==> src/rtl/wec_pkg.sv <==
// Package of constants and types for the wake-up event counter
package wec_pkg;
   // ==========================================================
   // Register indices (byte address = 4 * index, low bits decoded)
   localparam logic [31:0] WEC_IDX_CTRL = 32'h5000_0100;
   localparam logic [31:0] WEC_IDX_CMP = 32'h5000_0102;
   localparam logic [31:0] WEC_IDX_STAT = 32'h5000_0104;
   localparam logic [31:0] WEC_IDX_CNT = 32'h5000_0106;
   localparam logic [31:0] WEC_IDX_SEL_A = 32'h5000_0108;
   localparam logic [31:0] WEC_IDX_SEL_B = 32'h5000_010a;
   localparam logic [31:0] WEC_IDX_POL_A = 32'h5000_010c;
   localparam logic [31:0] WEC_IDX_POL_B = 32'h5000_010e;
   localparam logic [31:0] WEC_IDX_MASK = 32'h5000_0110;
   localparam int WEC_ADR_W = 10;
   // ==========================================================
   // Field positions
   localparam int WEC_CTRL_EN_B = 8;
   localparam int WEC_CTRL_EN_A = 7;
   localparam int WEC_CTRL_KEY = 6;
   localparam int WEC_CTRL_DEB_LSB = 0;
   localparam int WEC_DEB_W = 6;
   localparam int WEC_STAT_CLR_B = 3;
   localparam int WEC_STAT_CLR_A = 2;
   localparam int WEC_STAT_PEND_B = 1;
   localparam int WEC_STAT_PEND_A = 0;
   localparam int WEC_CNT_B_LSB = 8;
   localparam int WEC_CNT_A_LSB = 0;
   localparam int WEC_NIN = 12;
   localparam int WEC_CW = 8;
   // ==========================================================
   // Reset values and timing
   localparam logic [15:0] WEC_RST16 = 16'h0000;
   localparam int WEC_CLK_PERIOD_NS = 10;
   localparam int WEC_DEB_UNIT_NS = 1000000;
   localparam int WEC_MS_CYC = WEC_DEB_UNIT_NS / WEC_CLK_PERIOD_NS;
   localparam int WEC_MS_W = 17;
   // ==========================================================
   // Whole block state
   typedef struct packed {
      logic [1:0][WEC_NIN-1:0] sel;
      logic [1:0][WEC_NIN-1:0] pol;
      logic [1:0] irq_en;
      logic key;
      logic [WEC_DEB_W-1:0] deb;
      logic [WEC_CW-1:0] cmp;
      logic [1:0] mask;
      logic [1:0] pend;
      logic [1:0][WEC_CW-1:0] cnt;
      logic [WEC_NIN-1:0] s1;
      logic [WEC_NIN-1:0] s2;
      logic [WEC_NIN-1:0] s3;
      logic [WEC_NIN-1:0] stab;
      logic [1:0][WEC_NIN:0] prev;
      logic [1:0][WEC_DEB_W-1:0] dcnt;
      logic [1:0] dout;
      logic [WEC_MS_W-1:0] ms;
      logic ack;
      logic [31:0] rdat;
   } wec_state_t;
endpackage : wec_pkg

==> src/rtl/wec_counter.sv <==
// Wake-up event counter with two channels and a classic Wishbone slave
// ==========================================================
//
// Decided for this implementation: register access over Wishbone.
module wec_counter
   import wec_pkg::*;
#(
   parameter int MS_CYC = WEC_MS_CYC
) (
   input wire logic i_clk,
   input wire logic i_srst,
   input wire logic [WEC_NIN-1:0] i_port_input_n,
   input wire logic i_wb_cyc,
   input wire logic i_wb_stb,
   input wire logic i_wb_we,
   input wire logic [WEC_ADR_W-1:0] i_wb_adr,
   input wire logic [3:0] i_wb_sel,
   input wire logic [31:0] i_wb_dat,
   output logic [31:0] o_wb_dat,
   output logic o_wb_ack,
   output logic o_irq
);
   // ==========================================================
   // Helpers
   function automatic logic hit(input logic [WEC_ADR_W-1:0] a, input logic [31:0] idx);
      hit = (a[WEC_ADR_W-1:2] == idx[WEC_ADR_W-3:0]);
   endfunction : hit

   function automatic logic [15:0] merge(input logic [15:0] old, input logic [31:0] d,
                                         input logic [3:0] s);
      merge = {s[1] ? d[15:8] : old[15:8], s[0] ? d[7:0] : old[7:0]};
   endfunction : merge

   wec_state_t st_reg;
   wec_state_t st_next;
   logic acc;
   logic wr;
   logic tick;
   logic [1:0] clr;
   logic [1:0] ev;
   logic [1:0] raw;
   logic [1:0][WEC_NIN:0] act;
   logic [1:0][WEC_NIN:0] edg;
   logic [WEC_NIN:0] lvl;
   logic [15:0] w16;
   logic [15:0] rd16;

   // ==========================================================
   // Next state
   always_comb begin
      st_next = st_reg;
      acc = i_wb_cyc & i_wb_stb;
      // Write lands on the edge where the master sees ack
      wr = acc & i_wb_we & st_reg.ack;
      tick = (st_reg.ms == WEC_MS_W'(MS_CYC - 1));
      st_next.ms = tick ? '0 : st_reg.ms + 1'b1;
      // Synchroniser; first stage feeds only the second
      st_next.s1 = i_port_input_n;
      st_next.s2 = st_reg.s1;
      st_next.s3 = st_reg.s2;
      if (st_reg.s2 == st_reg.s3) begin
         st_next.stab = st_reg.s3;
      end
      clr = '0;
      if (wr && hit(i_wb_adr, WEC_IDX_STAT) && i_wb_sel[0]) begin
         clr[1] = i_wb_dat[WEC_STAT_CLR_B];
         clr[0] = i_wb_dat[WEC_STAT_CLR_A];
      end
      lvl = {st_reg.key, st_reg.stab};
      for (int c = 0; c < 2; c++) begin
         // Active level per input, soft key as an extra input on top
         act[c] = {st_reg.key, st_reg.stab ^ st_reg.pol[c]};
         raw[c] = |(act[c] & {1'b1, st_reg.sel[c]});
         // Edges come from the pins themselves, so with deb zero a polarity write is not an event
         st_next.prev[c] = lvl;
         edg[c] = ({1'b0, st_reg.pol[c]} & st_reg.prev[c] & ~lvl) |
                  (~{1'b0, st_reg.pol[c]} & ~st_reg.prev[c] & lvl);
         // Combined level filter; any drop of the level restarts it
         if (!raw[c]) begin
            st_next.dcnt[c] = '0;
         end else if (tick && st_reg.dcnt[c] != st_reg.deb) begin
            st_next.dcnt[c] = st_reg.dcnt[c] + 1'b1;
         end
         st_next.dout[c] = raw[c] && (st_reg.dcnt[c] == st_reg.deb) && st_reg.deb != '0;
         if (st_reg.deb == '0) begin
            // Edges of all selected inputs merge into one event
            ev[c] = |(edg[c] & {1'b1, st_reg.sel[c]});
         end else begin
            ev[c] = st_next.dout[c] & ~st_reg.dout[c];
         end
         if (clr[c]) begin
            st_next.cnt[c] = '0;
         end else if (ev[c]) begin
            st_next.cnt[c] = st_reg.cnt[c] + 1'b1;
         end
      end
      // Pending flags: hardware set wins over software clear
      if (wr && hit(i_wb_adr, WEC_IDX_STAT) && i_wb_sel[0]) begin
         if (i_wb_dat[WEC_STAT_PEND_B]) begin
            st_next.pend[1] = 1'b0;
         end
         if (i_wb_dat[WEC_STAT_PEND_A]) begin
            st_next.pend[0] = 1'b0;
         end
      end
      for (int c = 0; c < 2; c++) begin
         if (st_reg.irq_en[c] && ev[c] && !clr[c] && st_reg.cnt[c] == st_reg.cmp) begin
            st_next.pend[c] = 1'b1;
         end
      end
      // Register writes
      if (wr && hit(i_wb_adr, WEC_IDX_CTRL)) begin
         w16 = merge({7'h00, st_reg.irq_en, st_reg.key, st_reg.deb}, i_wb_dat, i_wb_sel);
         st_next.irq_en = {w16[WEC_CTRL_EN_B], w16[WEC_CTRL_EN_A]};
         st_next.key = w16[WEC_CTRL_KEY];
         st_next.deb = w16[WEC_CTRL_DEB_LSB +: WEC_DEB_W];
      end else if (wr && hit(i_wb_adr, WEC_IDX_CMP)) begin
         w16 = merge({8'h00, st_reg.cmp}, i_wb_dat, i_wb_sel);
         st_next.cmp = w16[WEC_CW-1:0];
      end else if (wr && hit(i_wb_adr, WEC_IDX_SEL_A)) begin
         w16 = merge({4'h0, st_reg.sel[0]}, i_wb_dat, i_wb_sel);
         st_next.sel[0] = w16[WEC_NIN-1:0];
      end else if (wr && hit(i_wb_adr, WEC_IDX_SEL_B)) begin
         w16 = merge({4'h0, st_reg.sel[1]}, i_wb_dat, i_wb_sel);
         st_next.sel[1] = w16[WEC_NIN-1:0];
      end else if (wr && hit(i_wb_adr, WEC_IDX_POL_A)) begin
         w16 = merge({4'h0, st_reg.pol[0]}, i_wb_dat, i_wb_sel);
         st_next.pol[0] = w16[WEC_NIN-1:0];
      end else if (wr && hit(i_wb_adr, WEC_IDX_POL_B)) begin
         w16 = merge({4'h0, st_reg.pol[1]}, i_wb_dat, i_wb_sel);
         st_next.pol[1] = w16[WEC_NIN-1:0];
      end else if (wr && hit(i_wb_adr, WEC_IDX_MASK)) begin
         w16 = merge({14'h0000, st_reg.mask}, i_wb_dat, i_wb_sel);
         st_next.mask = w16[1:0];
      end else begin
         w16 = WEC_RST16;
      end
      // Read mux; unmapped addresses answer with zero
      if (hit(i_wb_adr, WEC_IDX_CTRL)) begin
         rd16 = {7'h00, st_reg.irq_en, st_reg.key, st_reg.deb};
      end else if (hit(i_wb_adr, WEC_IDX_CMP)) begin
         rd16 = {8'h00, st_reg.cmp};
      end else if (hit(i_wb_adr, WEC_IDX_STAT)) begin
         rd16 = {12'h000, 2'b00, st_reg.pend};
      end else if (hit(i_wb_adr, WEC_IDX_CNT)) begin
         rd16 = {st_reg.cnt[1], st_reg.cnt[0]};
      end else if (hit(i_wb_adr, WEC_IDX_SEL_A)) begin
         rd16 = {4'h0, st_reg.sel[0]};
      end else if (hit(i_wb_adr, WEC_IDX_SEL_B)) begin
         rd16 = {4'h0, st_reg.sel[1]};
      end else if (hit(i_wb_adr, WEC_IDX_POL_A)) begin
         rd16 = {4'h0, st_reg.pol[0]};
      end else if (hit(i_wb_adr, WEC_IDX_POL_B)) begin
         rd16 = {4'h0, st_reg.pol[1]};
      end else if (hit(i_wb_adr, WEC_IDX_MASK)) begin
         rd16 = {14'h0000, st_reg.mask};
      end else begin
         rd16 = WEC_RST16;
      end
      st_next.ack = acc & ~st_reg.ack;
      st_next.rdat = (acc & ~st_reg.ack & ~i_wb_we) ? {16'h0000, rd16} : 32'h0000_0000;
   end

   // ==========================================================
   // State register
   always_ff @(posedge i_clk) begin
      if (i_srst) begin
         st_reg <= '0;
      end else begin
         st_reg <= st_next;
      end
   end

   assign o_wb_ack = st_reg.ack;
   assign o_wb_dat = st_reg.rdat;
   // Pending flags double as the sticky status; mask gates the line
   assign o_irq = |(st_reg.pend & st_reg.mask);

   logic wstat;
   assign wstat = wr && hit(i_wb_adr, WEC_IDX_STAT) && i_wb_sel[0];
endmodule : wec_counter

==> config.mk <==
export PLATFORM = sky130hd
export DESIGN_NAME = wec_counter
export DESIGN_NICKNAME = d
export VERILOG_FILES = /design/src/rtl/wec_pkg.sv /design/src/rtl/wec_counter.sv
export SDC_FILE = /design/constraint.sdc
export NUM_CORES = 1
export LEC_CHECK = 0
export ABC_AREA = 1
export BUFFER_PORTS_ARGS = -buffer_cell sky130_fd_sc_hd__buf_2
export CAP_MARGIN = 25
export CORE_AREA = 2 2 160 162
export DETAILED_ROUTE_END_ITERATION = 6
export DIE_AREA = 0 0 162 164
export GPL_ROUTABILITY_DRIVEN = 1
export SKIP_CTS_REPAIR_TIMING = 1
export SLEW_MARGIN = 0
export SYNTH_ARGS = -nofsm -noshare
export SYNTH_HDL_FRONTEND = slang
export SYNTH_SLANG_ARGS = --single-unit
==> constraint.sdc <==
create_clock -name i_clk -period 3.2 [get_ports i_clk]
set_input_delay 0.96 -clock i_clk [delete_from_list [all_inputs] [get_ports i_clk]]
set_output_delay 0.96 -clock i_clk [all_outputs]
set_load 0.03 [all_outputs]
After elaboration in Yosys (flattened, before gate mapping) --
Cells that the tools add are included.
Storage, ports and cells: register bits 210, bits of input ports 63, output and inout port bits 34
Cells by class: add/subtract/negate cells 5, equal/unequal tests 16, muxes and demuxes 17, bitwise logic cells 41, reduce and logical (&&, ||, !) cells 56
Operators by type and width (number):
- 13-bit bitwise AND | 10
- 13-bit OR reduction | 4
- 12-bit two-way mux | 4
- 8-bit by 4-bit == test with 1-bit output (second input constant) | 4
- 9-bit two-way mux | 3
- 12-bit by 13-bit bitwise AND with 13-bit output | 2
- 12-bit inverter with 13-bit output | 2
- 13-bit inverter | 2
- 13-bit bitwise OR | 2
- 12-bit XOR | 2
- 1-bit logical AND | 21
- 17-bit by 1-bit adder with 17-bit output (second input constant) | 1
- 17-bit == test (second input constant) | 1
- 8-bit by 1-bit adder with 8-bit output (second input constant) | 2
- 8-bit by 3-bit == test with 1-bit output (second input constant) | 2
- 8-bit == test | 2
- 16-bit two-way mux | 1
- 7-bit AND reduction | 2
- 2-bit OR reduction | 7
- 1-bit inverter | 13
- 6-bit by 1-bit adder with 6-bit output (second input constant) | 2
- 12-bit == test | 1
- 6-bit == test | 2
- 6-bit != test | 2
- other kinds (18) | 41

Longest topological paths before layout --
Gate-level depths: netlist of run 1.
depth after elaboration 12, gate-level depth with buffers 13, depth with buffers taken out 12

Worst setup path before layout of run 1 --
No wires, ideal clock.
path kind input -> register, from input i_wb_adr[2], to register st_reg[214] (netlist name), library setup time 122 ps, arrival 2027 ps, data required time 3078 ps, path slack 1051 ps, cell stages on the path 11, buffers on the path 1, cells stage by stage nor2_1 -> inv_2 -> nor2_4 -> nand2_4 -> nor2_4 -> nor2_4 -> inv_4 -> nor2_8 -> buf_6 -> o21ai_1 -> a21oi_1
Between the ends: longest elaborated chain between the ends 4, elaborated cells between the ends (all ways) 12
Ends and longest elaborated chain:
- from (decl) | RTL line wec_counter.sv:16 | input wire logic [WEC_ADR_W-1:0] i_wb_adr,
- 8-bit by 4-bit == test with 1-bit output, or another cell as far along | RTL line wec_counter.sv:26 | hit = (a[WEC_ADR_W-1:2] == idx[WEC_ADR_W-3:0]);
- 1-bit logical AND, on equally long branches | RTL line wec_counter.sv:120, wec_counter.sv:112, wec_counter.sv:117
- 1-bit inverter (no source line)
- 5-bit AND reduction (no source line) (*)
- to (signal assigned) | RTL line wec_counter.sv:170 | st_reg <= st_next;
- to (decl) | RTL line wec_counter.sv:34 | wec_state_t st_reg;
Every way passes the cells marked *; elsewhere a longest branch is shown, timed or not. A chain may end at the register's enable or synchronous reset.

Worst setup path in the final report of run 1 --
from input i_wb_adr[2], to register st_reg[177] (netlist name)
Between the ends: longest elaborated chain between the ends 4, elaborated cells between the ends (all ways) 15
Ends and longest elaborated chain (RTL line):
- 8-bit by 4-bit == test with 1-bit output, or another cell as far along | wec_counter.sv:26
- 1-bit logical AND, on equally long branches
- 1-bit inverter (no source line)
- 6-bit AND reduction (no source line) (*)
Marked as above.

==> impl_metrics.yaml, run 1 <==
global_routing:
  grt_pass1_vias: 8329
  grt_util_all_layers_pct: 19.47
  grt_overflow_total: 0
  grt_max_degree: 46
  grt_pass1_wl_mm: 41.28
  antenna_found_initial: 0
cts:
  cts.path.max_buffers: 2
  clk_transition_reported_paths_ns: 0.07
  cts_tree: "yes"
  root_buffer: "clkbuf_16"
  clock_sinks: 194
  htreeDepth: 4
  insertion_delay_ns: 0.45
  cts-buffers-inserted: 17
cells_and_area:
  drive_gt1_share_pct: 11.54
  area_growth_pct: 10.10
  num-fill-cells: 2592
  regArea_mm2: 0.003884
  multi_input_area_mm2: 0.004797
  largest_reg_flops: 140
  nets: 1520
  diodes: 0
critical_path:
  critPathCaptureType: "register"
  startpoint_type: "primary input"
  crit_path_max_fanout: 16
  cp_data_arrival_time_ns: 2.52
  required_ns: 3.52
  worstSetupPathType: "primary input to register"
yosys:
  synth_top_area_cell: "dfxtp_1"
  synthFlopType: "dfxtp_1"
  synth_top_cell_area_share_pct: 39.50
  ys.warnings.count: 0
  ys_seq_area_share_pct: 39.50
  synth_area_mm2: 0.009833
  ys_types: 49
  ys_async_sr_fraction_pct: 0
  synth_edf_count: 0
  ys_ff_latch: 194
  synth_cells: 1417
  avgSynthCellArea_um2: 6.939
  yosys-top-cells-area: "dfxtp_1, nand2_1, inv_1"
sta:
  drv_slew: 0
  final-setup-viol-count: 0
  timing.setup.tns_ns: 0
  rsz0062_at_grt: "false"
  skew_ns: 0.01816
  slew_headroom_pct: 62.25
  post-route-period-util_pct: 68.96
  whs_ns: 0.4018
  tightestPinTransition_ns: 0.5657
  hold_violations: 0
  fmax_mhz: 453.1
  layout_min_cycle_time_ns: 2.207
job:
  cap_violations: 0
detailed_routing:
  drtPass1Iterations: 5
  wl_per_cell_um: 13.92
  via_count: 8796
  wl_mm: 24.98
  drtAntennaViolNets: 0
  vias_per_cell: 4.900
  drc: 0
  drt_iter0_markers: 524
power:
  p_comb_share_pct: 4.7
  p_int_mw: 3.554
  swShare_pct: 25.68
  powerDensity_mw_per_mm2: 441.6
  clock_power_share_pct: 44.1
  p_sw_mw: 1.228
  p_leak_nw: 4.523
  seq_power_share_pct: 51.2
  vdd_ir_drop_max_mv: 0.2922
floorplanning:
  initial_core_util_pct: 39.62
  coreArea_mm2: 0.02482
  die_w_um: 162
  io_pins: 97
  rows: 58
  design.die.area_mm2: 0.02657
  die_h_um: 164
min_path:
  hp-class: "register to register"
placed_design:
  io_buffer_count: 56
  gp_congestion: 0.8953
  place_hpwl_mm: 18.97
run_status:
  status: "finished clean"
placed cells by master (no fill, tap or decap), types with 4 or more instances in the layout:
cell type / count
nand2_1: 302
inv_1: 200
dfxtp_1: 194
nor2_1: 170
a21oi_1: 134
nand3_1: 87
o21ai_0: 65
buf_2: 55
xor2_1: 33
nand4_1: 28
nor3_1: 18
clkbuf_16: 17
conb_1: 16
o21ai_1: 10
inv_2: 9
nand2_2: 9
or2_2: 9
nor2_2: 8
nor2_4: 8
o21a_1: 8
buf_4: 8
o22ai_1: 7
inv_6: 6
nand2_4: 5
ha_1: 5
nor3_2: 4
a211oi_2: 4
xnor2_1: 4
synth_stat cells (3+ instances only):
master      n
a211oi_2    4
a21oi_1   134
buf_2       7
buf_4      33
buf_6       4
clkbuf_1   17
dfxtp_1   194
ha_1        5
inv_1     200
inv_2       9
nand2_1   302
nand2_2     9
nand2_4     5
nand3_1    87
nand3_2     3
nand4_1    28
nor2_1    170
nor2_2      8
nor2_4      8
nor3_1     18
nor3_2      4
o21a_1      8
o21ai_0    65
o21ai_1    10
o22ai_1     7
or2_2       9
xnor2_1     4
xor2_1     33
layer usage:
layer  GRT usage, %  up-vias  wire length (um)
met5              0        -                 0
li1               -     4531                 -
met1          24.82     4006             11650
met4          7.200        0               733
met2          32.69      211             11370
met3          3.864       48              1223
per-stage QoR:
stage / cells / setup WS, ns / power, mW / util [%] / instance area [um^2]
4_1_cts: 1795 / 1.007 / 4.832 / 43.62 / 10830
6_report: 1795 / 0.9932 / 4.781 / 43.62 / 10830
3_5_place_dp: 1763 / 0.5501 / 2.732 / 41.27 / 10240
3_3_place_gp: 1763 / 0.5991 / 2.728 / 41.27 / 10240
5_1_grt: 1795 / 0.9021 / 4.960 / 43.62 / 10830
2_1_floorplan: 1432 / 1.051 / 2.665 / - / 9889
worst max-delay path, cell delays in order:
cell	delay, ns
buf_2	0.10
nor2_1	0.20
inv_2	0.13
nor2_4	0.27
nand2_4	0.16
nor2_4	0.15
nand2_2	0.23
o21ai_0	0.25
a21oi_1	0.07
worst paths after layout:
path	depth (start not counted)	startpoint	slack, ns	to
setup / recovery	9	i_wb_adr[2]	0.99	st_reg[177]
hold / removal	2	st_next[124]	0.40	st_next[112]
setup reg to reg	11	lvl[9]	1.18	st_reg[155]
hold reg to reg	2	st_next[124]	0.40	st_next[112]
cell type report:
class                   count  share of cell area [%]
clock buffers              18                   4.056
clock inverters            14                   1.341
inverters                 214                   7.512
multi-input cells         962                   44.31
flip-flops and latches    194                   35.87
well taps                 330                   3.814
repair buffers             63                   3.097
logic make-up (layout without fill, tap and decap cells):
kind of cell / Yosys count / in the layout / synth area share (%)
and+or+nand+nor: 666 / 666 / 31.21
buffers and inverters: 276 / 309 / 12.29
AOI/OAI and AO/OA: 238 / 238 / 13.03
DFF: 194 / 194 / 39.50
xor gates and xnor gates: 37 / 37 / 3.296
adders and majority gates: 5 / 5 / 0.6362
other: 1 / 16 / 0.03814
power by group through the flow:
stage	Sequential [mW]	Clock, mW	Combinational (mW)
finish	2.45	2.11	0.224
global route	2.45	2.26	0.249
CTS	2.45	2.16	0.226
detailed placement	2.51	0	0.225
global placement	2.51	0	0.222
floorplan	2.50	0	0.161
No activity file was read; power rests on OpenSTA's default activity.
==> run 2, diff against run 1 <==
--- a/config.mk
+++ b/config.mk
@@ -5,12 +5,12 @@
 export SDC_FILE = /design/constraint.sdc
 export NUM_CORES = 1
 export LEC_CHECK = 0
-export ABC_AREA = 1
+export ABC_AREA = 0
 export BUFFER_PORTS_ARGS = -buffer_cell sky130_fd_sc_hd__buf_2
 export CAP_MARGIN = 25
-export CORE_AREA = 2 2 160 162
+export CORE_AREA = 2 2 155 157
 export DETAILED_ROUTE_END_ITERATION = 6
-export DIE_AREA = 0 0 162 164
+export DIE_AREA = 0 0 157 159
 export GPL_ROUTABILITY_DRIVEN = 1
 export SKIP_CTS_REPAIR_TIMING = 1
 export SLEW_MARGIN = 0
==> constraint.sdc (replaced) <==
create_clock -name i_clk -period 1.8 [get_ports i_clk]
set_input_delay 0.54 -clock i_clk [delete_from_list [all_inputs] [get_ports i_clk]]
set_output_delay 0.54 -clock i_clk [all_outputs]
set_load 0.03 [all_outputs]
==> run 2 against run 1 <==
The flow now finishes with violations (setup timing). Flip-flop and latch count stayed put. Register-to-register slack worse by 1.7 ns. Largest cell class unchanged. Area after synthesis shrank 6.9%. Sequential power is 78% higher. Global-route usage rose by 1.2 points. Clock power rose by 88%. Clock skew is 0.0015 ns higher. Final cell count fell by 12%. Critical path depth stayed put. Via count decreased by 6.5%. Count of clock-buffer cells in the layout unchanged. Combinational power rose by 110%.
==> impl_metrics.yaml, run 2 <==
cts:
  clock_sinks: 194
  clk_transition_reported_paths_ns: 0.08
  insertion_delay_ns: 0.44
  cts_tree: "yes"
  htreeDepth: 4
  root_buffer: "clkbuf_16"
  cts.path.max_buffers: 2
  cts-buffers-inserted: 17
placed_design:
  placed_cell_area_mm2: 0.01099
  dp_cells: 1518
  gp_congestion: 0.8826
  pre_cts_ws_ns: -0.8608
  io_buffer_count: 56
  place_hpwl_mm: 19.18
cells_and_area:
  final_cells: 1577
  drive_gt1_share_pct: 36.17
  area_growth_pct: 37.40
  largest_reg_flops: 140
  regArea_mm2: 0.003916
  num-fill-cells: 2037
  post-route-cell-area_mm2: 0.01258
  multi_input_area_mm2: 0.005364
  final_common_cell: "buf_4"
  final_cell_mix: "buf_4, dfxtp_1, nor2_1"
  final_util_pct: 54.26
  diodes: 0
  nets: 1313
global_routing:
  antenna_found_initial: 1
  grt_pass1_vias: 7503
  grt_max_degree: 66
  grt_util_all_layers_pct: 20.63
  grt_pass1_wl_mm: 40.16
  grt_overflow_total: 0
run_status:
  status: "finished, violations left"
  violations: "setup timing"
detailed_routing:
  via_count: 8220
  wl_mm: 27.10
  drc: 0
  vias_per_cell: 5.212
  wl_per_cell_um: 17.18
  drtPass1Iterations: 5
  drtAntennaViolNets: 0
  drt_iter0_markers: 607
floorplanning:
  coreArea_mm2: 0.02319
  design.die.area_mm2: 0.02496
  rows: 56
  io_pins: 97
  die_h_um: 159
  die_w_um: 157
  initial_core_util_pct: 39.49
critical_path:
  critPathCaptureType: "register"
  crit_path_max_fanout: 5
  cpPeakStageDelay_ns: 0.42
  regToRegStartpoint: "st_reg[197]"
  worstRegToRegCells: 9
  required_ns: 2.17
  cp_data_arrival_time_ns: 2.65
  crit_chain: "and4b_1, nor3_2, nand4_1, o31ai_4, o41a_1, buf_6, buf_4, o21ai_0, a21oi_1"
  rrSetupSlack_ns: -0.48
  cp_slowest_cell: "o31ai_4"
  worstSetupStartpoint: "st_reg[197]"
  worstSetupPathType: "register to register"
  startpoint_type: "register"
power:
  p_int_mw: 6.549
  clock_power_share_pct: 45.2
  vdd_ir_drop_max_mv: 0.5737
  power_mw: 8.790
  p_leak_nw: 5.611
  powerDensity_mw_per_mm2: 698.5
  swShare_pct: 25.49
  p_sw_mw: 2.241
  seq_power_share_pct: 49.5
  p_comb_share_pct: 5.3
yosys:
  synth_edf_count: 0
  ys_async_sr_fraction_pct: 0
  ys.warnings.count: 0
  ys_types: 67
  ys_ff_latch: 194
  synth_top_area_cell: "dfxtp_1"
  synth.most_common_cell: "dfxtp_1"
  avgSynthCellArea_um2: 9.006
  synthFlopType: "dfxtp_1"
  synth_top_cell_area_share_pct: 42.40
  synth_area_mm2: 0.009159
  ys_seq_area_share_pct: 42.40
  synth_commonest_cells: "dfxtp_1, nor2_1, xor2_1"
  synth_cells: 1017
  yosys-top-cells-area: "dfxtp_1, mux2i_1, xor2_1"
job:
  cap_violations: 0
sta:
  post-route-period-util_pct: 126.8
  rsz0062_at_grt: "true"
  fmax_mhz: 438.3
  drv_slew: 0
  hold_violations: 0
  layout_min_cycle_time_ns: 2.282
  timing.final.ws_setup_ns: -0.4817
  skew_ns: 0.01970
  final-setup-viol-count: 103
min_path:
  hp-class: "primary input to register"
  hold-path-cell-count: 2
  min-delay-start: "i_port_input_n[9]"
run 2: cell count changes in the layout (fill, tap and decap cells not counted), moves of 23 or more:
cell / before / now
nand2_1: 302 / 50
inv_1: 200 / 9
buf_4: 8 / 178
a21oi_1: 134 / 32
nand3_1: 87 / 21
nor2_1: 170 / 105
mux2i_1: 0 / 64
nor2b_1: 0 / 52
xor2_1: 33 / 73
buf_6: 0 / 34
o21ai_0: 65 / 35
a21oi_2: 0 / 23
run 2: power by group through the flow:
stage	Combinational [mW]	Clock (mW)	Sequential, mW
floorplan	0.271	0	4.45
global placement	0.420	0	4.46
detailed placement	0.421	0	4.46
CTS	0.423	4.05	4.36
global route	0.496	4.22	4.36
finish	0.465	3.97	4.35
run 2: critical path: cells and delay by family, from the launching register on:
kind | cells | cell delay [ns]
AO/OA/AOI/OAI | 4 | 0.97
buffers and inverters | 2 | 0.27
flip-flops | 1 | 0.35
AND/OR/NAND/NOR | 3 | 0.62
run 2: path summary, 6_finish.rpt:
path                  end
min          st_next[123]
max           st_reg[149]
min reg2reg  st_next[102]
max reg2reg   st_reg[149]
run 2: cell families (layout without fill, tap and decap cells):
| kind of cell | Yosys count | after routing | share of synthesized area [%] |
|---|---|---|---|
| simple gates | 404 | 405 | 23.85 |
| flops | 194 | 194 | 42.40 |
| compound gates | 157 | 157 | 10.79 |
| buf+inv | 96 | 321 | 5.861 |
| xor+xnor | 88 | 88 | 8.415 |
| mux | 72 | 72 | 7.951 |
| fa+ha+maj | 5 | 5 | 0.6831 |
| other cells | 1 | 16 | 0.04094 |
run 2: final cells by class:
class                           instances  area share [%]
Sequential cell                       194           31.12
Clock inverter                         14           1.422
Multi-Input combinational cell        743           42.62
Timing Repair Buffer                  279           17.88
Inverter                               10          0.2983
Tap cell                              319           3.172
Clock buffer                           18           3.490
run 2: metal layers:
metal,vias to the layer above,share of wire (%),global-route usage [%]
li1,3971,-,-
met1,3944,45,27.77
met2,257,47,33.03
met3,46,5.6,3.865
met4,2,2.8,7.214
met5,-,0.041,0
run 2: stage by stage:
| step | hold slack (ns) | TNS, ns |
|---|---|---|
| after floorplan | 0.4132 | -57.14 |
| after global placement | 0.4207 | -63.83 |
| after detailed placement | 0.4220 | -65.95 |
| after CTS | 0.2855 | -23.94 |
| after global routing | 0.2860 | -27.09 |
| final | 0.3009 | -19.94 |
==> run 3, diff against run 2 <==
--- a/config.mk
+++ b/config.mk
@@ -8,9 +8,9 @@
 export ABC_AREA = 0
 export BUFFER_PORTS_ARGS = -buffer_cell sky130_fd_sc_hd__buf_2
 export CAP_MARGIN = 25
-export CORE_AREA = 2 2 155 157
+export CORE_AREA = 2 2 188 190
 export DETAILED_ROUTE_END_ITERATION = 6
-export DIE_AREA = 0 0 157 159
+export DIE_AREA = 0 0 190 192
 export GPL_ROUTABILITY_DRIVEN = 1
 export SKIP_CTS_REPAIR_TIMING = 1
 export SLEW_MARGIN = 0
==> run 3 against run 2 <==
Final cell count grew 8.2%. Combinational power grew 1%. The run ends with DRC, setup timing left. Worst setup slack gained 0.11 ns.
==> impl_metrics.yaml, run 3 (synthesis results as in run 2) <==
placed_design:
  io_buffer_count: 56
  gp_congestion: 0.9021
  placed_cell_area_mm2: 0.01112
  place_hpwl_mm: 20.41
  dp_cells: 1648
  pre_cts_ws_ns: -0.8156
cells_and_area:
  num-fill-cells: 3395
  final_cells: 1706
  final_cell_mix: "dfxtp_1, buf_4, nor2_1"
  nets: 1306
  post-route-cell-area_mm2: 0.01270
  area_growth_pct: 38.69
  drive_gt1_share_pct: 34.61
  final_common_cell: "dfxtp_1"
  final_util_pct: 37.05
  diodes: 0
  largest_reg_flops: 140
floorplanning:
  io_pins: 97
  die_w_um: 190
  design.die.area_mm2: 0.03648
  die_h_um: 192
  rows: 68
  coreArea_mm2: 0.03429
  initial_core_util_pct: 26.71
job:
  cap_violations: 0
global_routing:
  met3_usage_pct: 4.166
  grt_pass1_wl_mm: 42.28
  grtUsageMet2_pct: 24.86
  grt_max_degree: 111
  grt_util_all_layers_pct: 14.89
  top_usage_layer: "met2"
  grt_pass1_vias: 7768
  antenna_found_initial: 3
  grt_overflow_total: 0
  met1_usage_pct: 19.08
sta:
  tightestPinTransition_ns: 0.5079
  timing.final.ws_setup_ns: -0.3690
  whs_ns: 0.3110
  hold_violations: 0
  final-setup-viol-count: 99
  drv_slew: 0
  layout_min_cycle_time_ns: 2.169
  post-route-period-util_pct: 120.5
  fmax_mhz: 461.0
  timing.setup.tns_ns: -22.85
  skew_ns: 0.01729
  rsz0062_at_grt: "true"
  slew_headroom_pct: 66.14
critical_path:
  crit_chain: "buf_6, or4_4, or3b_4, nor3_4, a22o_1, nand2_1, a22oi_1, o221a_1"
  cp_data_arrival_time_ns: 2.55
  startpoint_type: "primary input"
  crit_family: "simple AND/OR/NAND/NOR gates"
  critPathCaptureType: "register"
  cp_slowest_cell: "or4_4"
  crit_path_max_fanout: 5
  cp_num_buf_inv: 1
  worstSetupPathType: "primary input to register"
  cpPeakStageDelay_ns: 0.54
  required_ns: 2.19
cts:
  cts.path.max_buffers: 2
  cts-buffers-inserted: 17
  root_buffer: "clkbuf_16"
  htreeDepth: 4
  clock_sinks: 194
  clk_transition_reported_paths_ns: 0.08
  cts_tree: "yes"
  insertion_delay_ns: 0.44
power:
  p_leak_nw: 5.624
  powerDensity_mw_per_mm2: 700.9
  vdd_ir_drop_max_mv: 0.7208
  power_mw: 8.903
run_status:
  violations: "DRC, setup timing"
  status: "finished, violations left"
detailed_routing:
  drtAntennaViolNets: 0
  drt_iter0_markers: 647
  drtPass1Iterations: 7
  wl_mm: 28.48
  wl_per_cell_um: 16.69
  vias_per_cell: 4.834
  via_count: 8246
  drc: 16
min_path:
  hp-class: "primary input to register"
==> run 3: cell types whose count changed in the layout (fill, tap and decap cells not counted), sizes merged <==
cell / change
clkinv: +2
or2: -1
buf: -7
bufinv: +1
inv: -2
==> run 3: path summary, 6_finish.rpt <==
check                     from            to  slack [ns]  depth (start not counted)
max                i_wb_adr[7]   o_wb_dat[0]       -0.37                          8
min          i_port_input_n[4]  st_next[118]        0.31                          2
max reg2reg        st_reg[169]   st_reg[151]       -0.36                          9
min reg2reg         st_reg[33]    st_reg[33]        0.44                          1
==> run 3: per-layer routing <==
metal	share of wire [%]	wire, um
met2	47	13490
met5	0.13	38
met3	6.8	1940
met4	2.0	573
met1	44	12440
==> run 3: final cells by class <==
class	count	area (um^2)	area share (%)
Timing Repair Buffer	273	2213	17.43
Sequential cell	194	3919	30.85
Clock buffer	17	425.4	3.349
Multi-Input combinational cell	742	5329	41.95
Clock inverter	15	209.0	1.645
Tap cell	455	569.3	4.482
Inverter	10	37.54	0.2955
==> run 3: power by group <==
group / leakage [nW] / switching, mW / internal, mW
sequential: 1.58 / 0.0249 / 4.32
combinational: 3.74 / 0.294 / 0.176
clock: 0.308 / 1.94 / 2.14
total: 5.62 / 2.26 / 6.64
==> run 3: worst register-to-register path, stage by stage (launching register included) <==
cell	delay (ns)
dfxtp_2	0.33
or4_4	0.54
nor3_4	0.29
o31ai_4	0.15
o41a_1	0.18
buf_6	0.15
buf_6	0.12
buf_6	0.11
o21ai_2	0.14
a21oi_2	0.06
